### src/shared/drcs_pkg.sv
package drcs_pkg;
    localparam int unsigned CLK_HZ = 200_000_000;
    localparam int unsigned OSC_HZ = 21_000;
    // Half period of the internal refresh oscillator, rounded down
    localparam int unsigned OSC_HALF_CYC = CLK_HZ / (2 * OSC_HZ);
    localparam int unsigned CODE_W = 10;
    localparam int unsigned CODE_STEPS = 1024;
    localparam int unsigned NUM_CH = 8;
    localparam int unsigned CH_W = 3;
    localparam int unsigned ADDR_W = 4;
    localparam int unsigned STEP_W = 11;
    // Largest code change per refresh visit (2V step size in codes)
    localparam logic [CODE_W-1:0] SLEW_STEP_RST = 10'h009d;
    localparam logic [CODE_W-1:0] CODE_RST = 10'h0000;
    localparam logic [CH_W-1:0] CH_FIRST = 3'h0;
    localparam logic [CH_W-1:0] CH_LAST = 3'h7;
    // Latency bounds in microseconds
    localparam int unsigned LAT_MIN_US = 48;
    localparam int unsigned LAT_MAX_US = 380;
    typedef enum logic [1:0] {
        DRCS_HOLD = 2'b01,
        DRCS_REFRESH = 2'b10
    } drcs_phase_t;
endpackage : drcs_pkg

### src/hdl/drcs_osc.sv
`timescale 1ns/1ps
module drcs_osc #(
    parameter int unsigned HALF_CYC = drcs_pkg::OSC_HALF_CYC
) (
    input wire logic sys_clk_i,
    input wire logic rst_i,
    input wire logic ce_i,
    output logic osc_o
);
    import drcs_pkg::*;
    logic [31:0] cnt;
    wire cnt_end = (cnt == HALF_CYC - 1);
    always_ff @(posedge sys_clk_i) begin
        if (rst_i) begin
            cnt <= 32'h0000_0000;
            osc_o <= 1'b0;
        end else if (ce_i) begin
            cnt <= cnt_end ? 32'h0000_0000 : cnt + 32'h0000_0001;
            if (cnt_end) begin
                osc_o <= ~osc_o;
            end
        end
    end
endmodule : drcs_osc

### src/hdl/drcs_seq.sv
`timescale 1ns/1ps
// Notes on behaviour
// - Refresh happens on each falling edge of the refresh clock.
// - Refresh switches open on the rising edge, ending the refresh phase.
// - Internal mode uses an on-chip oscillator near 21 kHz.
// - In internal mode the oscillator may be driven out on the clock pin.
// - After reset: internal mode, clock pin not driven.
// - Select high takes the clock from the pin, low uses the oscillator.
// - All channels are refreshed on a continuous repeating cycle.
// - Capture-to-output latency depends on position in the cycle.
// - Large changes move at most one step size per refresh visit.
// - Each code is unsigned, 1024 equal steps between the references.
// - Eight independent 10-bit codes; each refresh uses the current one.
// - A 4-bit address selects channel; zero selects the first channel.
module drcs_seq #(
    parameter int unsigned HALF_CYC = drcs_pkg::OSC_HALF_CYC,
    parameter logic [drcs_pkg::CODE_W-1:0] SLEW_STEP =
        drcs_pkg::SLEW_STEP_RST
) (
    input wire logic sys_clk_i,
    input wire logic rst_i,
    input wire logic ce_i,
    input wire logic clock_source_select_i,
    input wire logic refresh_clock_pin_i,
    output logic refresh_clock_pin_o,
    output logic refresh_clock_pin_oe_o,
    input wire logic osc_out_en_i,
    input wire logic wr_i,
    input wire logic [drcs_pkg::ADDR_W-1:0] wr_addr_i,
    input wire logic [drcs_pkg::CODE_W-1:0] wr_code_i,
    output logic [drcs_pkg::CH_W-1:0] refresh_ch_o,
    output logic [drcs_pkg::CODE_W-1:0] refresh_code_o,
    output logic refresh_o,
    output logic switch_closed_o,
    output logic ext_mode_o
);
    import drcs_pkg::*;

    logic sel_s1, sel_s2, pin_s1, pin_s2, oen_s1, oen_s2;
    logic osc;
    logic clk_prev;
    logic [CH_W-1:0] ch;
    // Stored codes, and the levels that the refresh has reached so far
    logic [CODE_W-1:0] target [NUM_CH];
    logic [CODE_W-1:0] level [NUM_CH];
    drcs_phase_t phase;
    drcs_phase_t next_phase;

    // Distance between two codes, whichever of them is larger
    function automatic logic [CODE_W-1:0] code_dist(
        input logic [CODE_W-1:0] a,
        input logic [CODE_W-1:0] b
    );
        logic [STEP_W-1:0] diff;
        if (a > b) begin
            diff = {1'b0, a} - {1'b0, b};
        end else begin
            diff = {1'b0, b} - {1'b0, a};
        end
        code_dist = diff[CODE_W-1:0];
    endfunction : code_dist

    function automatic logic [CODE_W-1:0] slew_to(
        input logic [CODE_W-1:0] cur,
        input logic [CODE_W-1:0] tgt
    );
        logic near;
        near = (code_dist(cur, tgt) <= SLEW_STEP);
        if (near) begin
            slew_to = tgt;
        end else if (tgt > cur) begin
            slew_to = cur + SLEW_STEP;
        end else begin
            slew_to = cur - SLEW_STEP;
        end
    endfunction : slew_to

    // Oscillator runs in both modes, so the pin output stalls only while ce_i is low or rst_i is high
    drcs_osc #(
        .HALF_CYC(HALF_CYC)
    ) u_osc (
        .sys_clk_i(sys_clk_i),
        .rst_i(rst_i),
        .ce_i(ce_i),
        .osc_o(osc)
    );

    // Each pin passes two flops before any logic reads it
    // Mode select
    always_ff @(posedge sys_clk_i) begin
        if (rst_i) begin
            sel_s1 <= 1'b0;
            sel_s2 <= 1'b0;
        end else if (ce_i) begin
            sel_s1 <= clock_source_select_i;
            sel_s2 <= sel_s1;
        end
    end

    // Refresh clock pin level
    always_ff @(posedge sys_clk_i) begin
        if (rst_i) begin
            pin_s1 <= 1'b0;
            pin_s2 <= 1'b0;
        end else if (ce_i) begin
            pin_s1 <= refresh_clock_pin_i;
            pin_s2 <= pin_s1;
        end
    end

    // Enable for driving the oscillator out
    always_ff @(posedge sys_clk_i) begin
        if (rst_i) begin
            oen_s1 <= 1'b0;
            oen_s2 <= 1'b0;
        end else if (ce_i) begin
            oen_s1 <= osc_out_en_i;
            oen_s2 <= oen_s1;
        end
    end

    wire ext_mode = sel_s2;
    wire ref_clk = ext_mode ? pin_s2 : osc;
    wire fall = clk_prev & ~ref_clk;
    wire rise = ~clk_prev & ref_clk;
    wire do_refresh = fall & (phase == DRCS_HOLD);
    wire do_advance = rise & (phase == DRCS_REFRESH);
    // Address bit 3 is ignored, so eight addresses alias onto 0..7
    wire [CH_W-1:0] wr_ch = wr_addr_i[CH_W-1:0];
    wire wr_take = ce_i & wr_i;
    wire [CH_W-1:0] next_ch = (ch == CH_LAST) ? CH_FIRST : ch + 3'h1;
    wire [CODE_W-1:0] next_level = slew_to(level[ch], target[ch]);

    // Pin driven only once software enables it and only in internal mode
    wire drive_pin = ~ext_mode & oen_s2;
    assign refresh_clock_pin_oe_o = drive_pin;
    assign refresh_clock_pin_o = osc;
    assign refresh_ch_o = ch;
    assign ext_mode_o = ext_mode;
    assign switch_closed_o = (phase == DRCS_REFRESH);

    // Writes land next cycle; address bit 3 plays no part
    always_ff @(posedge sys_clk_i) begin
        if (rst_i) begin
            for (int i = 0; i < NUM_CH; i++) begin
                target[i] <= CODE_RST;
            end
        end else if (wr_take) begin
            target[wr_ch] <= wr_code_i;
        end
    end

    // Phase sequencing kept combinational so the clocked blocks stay short
    always_comb begin
        next_phase = phase;
        case (phase)
            DRCS_HOLD: begin
                if (fall) begin
                    next_phase = DRCS_REFRESH;
                end
            end
            DRCS_REFRESH: begin
                if (rise) begin
                    next_phase = DRCS_HOLD;
                end
            end
            default: begin
                next_phase = DRCS_HOLD;
            end
        endcase
    end

    // A change of source may show one false edge; it is acted on like any other edge
    always_ff @(posedge sys_clk_i) begin
        if (rst_i) begin
            clk_prev <= 1'b0;
        end else if (ce_i) begin
            clk_prev <= ref_clk;
        end
    end

    always_ff @(posedge sys_clk_i) begin
        if (rst_i) begin
            refresh_o <= 1'b0;
        end else if (ce_i) begin
            refresh_o <= fall;
        end
    end

    // Switches stay closed from the falling edge to the rising edge
    always_ff @(posedge sys_clk_i) begin
        if (rst_i) begin
            phase <= DRCS_HOLD;
        end else if (ce_i) begin
            phase <= next_phase;
        end
    end

    // Advance in the same cycle as the switches open, wrapping after the last
    always_ff @(posedge sys_clk_i) begin
        if (rst_i) begin
            ch <= CH_FIRST;
        end else if (ce_i && do_advance) begin
            ch <= next_ch;
        end
    end

    // A code written just after its slot waits a whole round of eight
    // refresh periods; latency is traded for a single shared sequencer
    // Only the visited channel moves, so big changes take several rounds
    always_ff @(posedge sys_clk_i) begin
        if (rst_i) begin
            refresh_code_o <= CODE_RST;
            for (int i = 0; i < NUM_CH; i++) begin
                level[i] <= CODE_RST;
            end
        end else if (ce_i && do_refresh) begin
            level[ch] <= next_level;
            refresh_code_o <= next_level;
        end
    end
endmodule : drcs_seq

### config.mk
export PLATFORM = sky130hd
export DESIGN_NAME = drcs_seq
export DESIGN_NICKNAME = d
export VERILOG_FILES = /design/src/shared/drcs_pkg.sv /design/src/hdl/drcs_osc.sv /design/src/hdl/drcs_seq.sv
export SDC_FILE = /design/constraint.sdc
export NUM_CORES = 1
export LEC_CHECK = 0
export BUFFER_PORTS_ARGS = -buffer_cell sky130_fd_sc_hd__buf_2
export CAP_MARGIN = 25
export CELL_PAD_IN_SITES_DETAIL_PLACEMENT = 0
export CELL_PAD_IN_SITES_GLOBAL_PLACEMENT = 1
export CORE_MARGIN = 10
export CORE_UTILIZATION = 46
export CTS_BUF_LIST = sky130_fd_sc_hd__clkbuf_4 sky130_fd_sc_hd__clkbuf_8 sky130_fd_sc_hd__clkbuf_16
export DETAILED_ROUTE_END_ITERATION = 10
export PLACE_DENSITY_LB_ADDON = 0.1
export SLEW_MARGIN = 20
export SYNTH_ARGS = -nofsm -noshare
export SYNTH_HDL_FRONTEND = slang
export SYNTH_SLANG_ARGS = --single-unit
### constraint.sdc
create_clock -name sys_clk_i -period 5.7 [get_ports sys_clk_i]
set_input_delay 0.855 -clock sys_clk_i [delete_from_list [all_inputs] [get_ports sys_clk_i]]
set_output_delay 0.855 -clock sys_clk_i [all_outputs]
set_load 0.05 [all_outputs]
==> results.cfg <==
[critical_path]
path_buf_inv = 3
crit_required_ns = 5.94
cp_common_cell = inv_1
crit_path_end_kind = register
path_max_fanout = 16
cp_top_family = compound AO/OA/AOI/OAI gates
slowest_stage = mux4_2
cpPeakStageDelay_ns = 0.52
path_depth = 18
crit_chain = buf_12, mux4_2, mux2i_1, inv_1, fa_1, a21o_1, a221oi_1, nor2_1, o31ai_2, inv_1, ha_1, nand2_1, o21ai_1, a21oi_1, o31ai_1, xor2_1, a21oi_2, nor3_1
cp.arrival_ns = 5.56
rr_worst_depth = 18
rrSetupSlack_ns = 0.38
path_class = register to register
crit_path_start_kind = register

[clocking]
cts.sinks = 219
cts_buffers = 25
insertion_delay_ns = 0.53
root_buffer = clkbuf_16
cts_tree = built
cts_buffer_depth = 3
hold_buffers = 0
postCtsSetupBuffers = 0
clkSlewWorstSetupHoldPaths_ns = 0.06
h-tree-depth = 1

[power]
p_per_area_mw_per_mm2 = 311.8
vdd_drop_max_v = 0.0001905
power.leakage_uw = 0.004672

[final_layout]
area_growth_pct = 13.03
postLayoutCellArea_mm2 = 0.01285
fin_nets = 1042
antenna_cells = 0
post-route-util_pct = 52.84
drive_gt1_share_pct = 19.50
fillers = 2157

[synth]
ys.flop_type = edfxtp_1
synth.distinct_cells = 68
synthSimpleGateAreaFrac_pct = 16.68
ys_async_sr_fraction_pct = 0
synth_cells = 943
synth_mux_area_share_pct = 10.91
synth_compound_gate_area_share_pct = 9.156
synthesis.nets = 999
synthAdderAreaFrac_pct = 4.050
synth-edff-count = 160
syn_area_mm2 = 0.01137
yosysSeqAreaShare_pct = 52.65
avgSynthCellArea_um2 = 12.06
ys_seq_elements = 219
synth-xor-area-share_pct = 3.466
synth_top_family_by_area = simple AND/OR/NAND/NOR gates
yosysWarnings = 0

[grt]
grt-ovfl-total = 0
grt_pass1_wl_um = 42370
antenna_found_initial = 0
grt_pass1_vias = 7461
grt_usage_pct = 17.20
grt_max_degree = 48

[routing]
vias_per_cell = 5.592
vias = 7432
dr.pass1.iters = 4
routed_wl_um = 26880
dr.first_iter.drc_count = 572
wl_per_cell_um = 20.22
drc = 0
ant_nets = 0

[floorplan]
initial_utilization_pct = 46.75
rows = 57
core_area_mm2 = 0.02432
die_area_mm2 = 0.03141
io_pins = 39
die_y_um = 177.2
die_w_um = 177.2

[timing]
worst_pin_slew_ns = 0.8545
hold_ws_ns = 0.4798
drv_slew = 0
slew_headroom_pct = 42.82
setup_viol = 0
finalSetupTns_ns = 0
hold_viol = 0
rsz0062_at_grt = no
min_period_ns = 5.322
period_share_pct = 93.37
clock-skew-final_ns = 0.01433
fmax_mhz = 187.9

[placed_design]
gp_congestion = 0.7861
dp_hpwl_um = 18070
placed_cell_area_mm2 = 0.01203
portBuffers = 37

[worst_hold_path]
hp-start = refresh_o
whs_path_depth = 2
hp-class = register to register

[job]
drv_cap = 0

[status]
status = finished clean
==> tightest hold or removal path, stage by stage (launching register included) <==
cell and delay, ns:
dfxtp_1 0.31, nand2b_1 0.06, a21oi_1 0.05
==> cell usage after synthesis (6+ instances only) <==
| cell type | n | area, um2 |
|---|---|---|
| o21bai_1 | 7 | 52.55 |
| mux2i_1 | 26 | 260.3 |
| nor2b_1 | 11 | 68.82 |
| o21ai_0 | 21 | 105.1 |
| clkbuf_1 | 36 | 135.1 |
| nand3_4 | 6 | 105.1 |
| xnor2_1 | 18 | 157.7 |
| inv_1 | 34 | 127.6 |
| a21o_1 | 8 | 60.06 |
| nand2_1 | 29 | 108.9 |
| nor3_1 | 41 | 205.2 |
| a31oi_1 | 10 | 62.56 |
| ha_1 | 32 | 400.4 |
| xor2_1 | 27 | 236.5 |
| and2_1 | 81 | 506.7 |
| nand3_1 | 19 | 95.09 |
| buf_2 | 8 | 40.04 |
| nor2_1 | 63 | 236.5 |
| mux2_2 | 7 | 78.83 |
| or2_2 | 9 | 56.30 |
| o21ai_4 | 6 | 97.59 |
| and3_1 | 9 | 56.30 |
| edfxtp_1 | 160 | 4805 |
| dfxtp_1 | 59 | 1181 |
| nand2b_1 | 14 | 87.58 |
| a21oi_1 | 70 | 350.3 |
| mux4_2 | 40 | 900.9 |
| nand4_1 | 18 | 112.6 |
==> kinds of logic (layout without fill, tap and decap cells) <==
logic type | after synthesis | in the layout
xor+xnor | 45 | 45
fa+ha+maj | 35 | 35
mux | 73 | 73
compound gates | 156 | 156
flops | 219 | 219
buf+inv | 85 | 147
simple gates | 330 | 330
==> worst paths after layout <==
path                  to
max          level[3][9]
min            refresh_o
max reg2reg  level[3][9]
min reg2reg    refresh_o
==> through the flow <==
step / instances / worst slack (ns) / power [uW]
floorplan: 943 / 0.07786 / 2274
global placement: 1283 / 0.4178 / 2449
detailed placement: 1283 / 0.3128 / 2452
CTS: 1329 / 0.2808 / 4027
global route: 1329 / 0.03113 / 4157
finish: 1329 / 0.3776 / 4007
==> layout make-up <==
class                   count  area, um2  share of cell area, %
inverters                  34      127.6                 0.9931
multi-input cells         639       5056                  39.34
flip-flops and latches    219       5988                  46.60
clock inverters            10      92.59                 0.7205
clock buffers              36      733.2                  5.705
well taps                 324      405.4                  3.155
repair buffers             67      447.9                  3.486
==> sequential cells by signal, indices dropped and copies added, names as in the netlist, named ones only <==
signal          flops
level              80
target             80
u_osc.cnt          32
refresh_code_o     10
refresh_ch_o        3
phase               2
clk_prev            1
ext_mode_o          1
oen_s1              1
oen_s2              1
pin_s1              1
pin_s2              1
refresh_o           1
sel_s1              1
u_osc.osc_o         1
==> repair_timing <==
item | in CTS | in global routing
endpoints found under the setup margin | 0 | 8
hold endpoints to repair | 0 | 0
gates resized for setup | 0 | 1
==> report_power, final <==
| part | switching, uW | internal (uW) |
|---|---|---|
| registers | 20.2 | 1770 |
| logic | 425 | 202 |
| clock network | 643 | 945 |
| total | 1090 | 2920 |
==> per-layer routing <==
layer  up-vias  global-route usage, %  part of all wire [%]
li1       3584                      -                     -
met1      3697                  23.77                    46
met2       130                  28.41                    48
met3        21                  2.496                   4.3
met4         0                  3.082                  0.99
met5         -                      0                     0
==> cells in the final DEF, fill, tap and decap left out, types with 4 or more instances in the layout <==
| cell type | instances |
|---|---|
| edfxtp_1 | 160 |
| clkinv_2 | 6 |
| buf_4 | 27 |
| xor2_1 | 27 |
| mux2i_1 | 26 |
| o21ai_4 | 6 |
| o21a_1 | 5 |
| nor4_1 | 4 |
| nand2b_1 | 14 |
| ha_1 | 32 |
| mux4_2 | 40 |
| nand3_1 | 19 |
| nor2b_1 | 11 |
| clkbuf_4 | 7 |
| and2_1 | 81 |
| inv_1 | 34 |
| xnor2_1 | 18 |
| dfxtp_1 | 57 |
| and3_1 | 9 |
| nand4_1 | 18 |
| o21bai_1 | 7 |
| mux2_2 | 7 |
| clkbuf_8 | 4 |
| nand3_4 | 6 |
| or2_2 | 9 |
| nor3_1 | 41 |
| a31oi_1 | 10 |
| a21o_1 | 8 |
| nor2_1 | 63 |
| a21oi_1 | 68 |
| nor4b_1 | 5 |
| buf_2 | 37 |
| nand2_1 | 29 |
| o21ai_0 | 20 |
| clkbuf_16 | 25 |
Power figures use the tool's default switching activity.
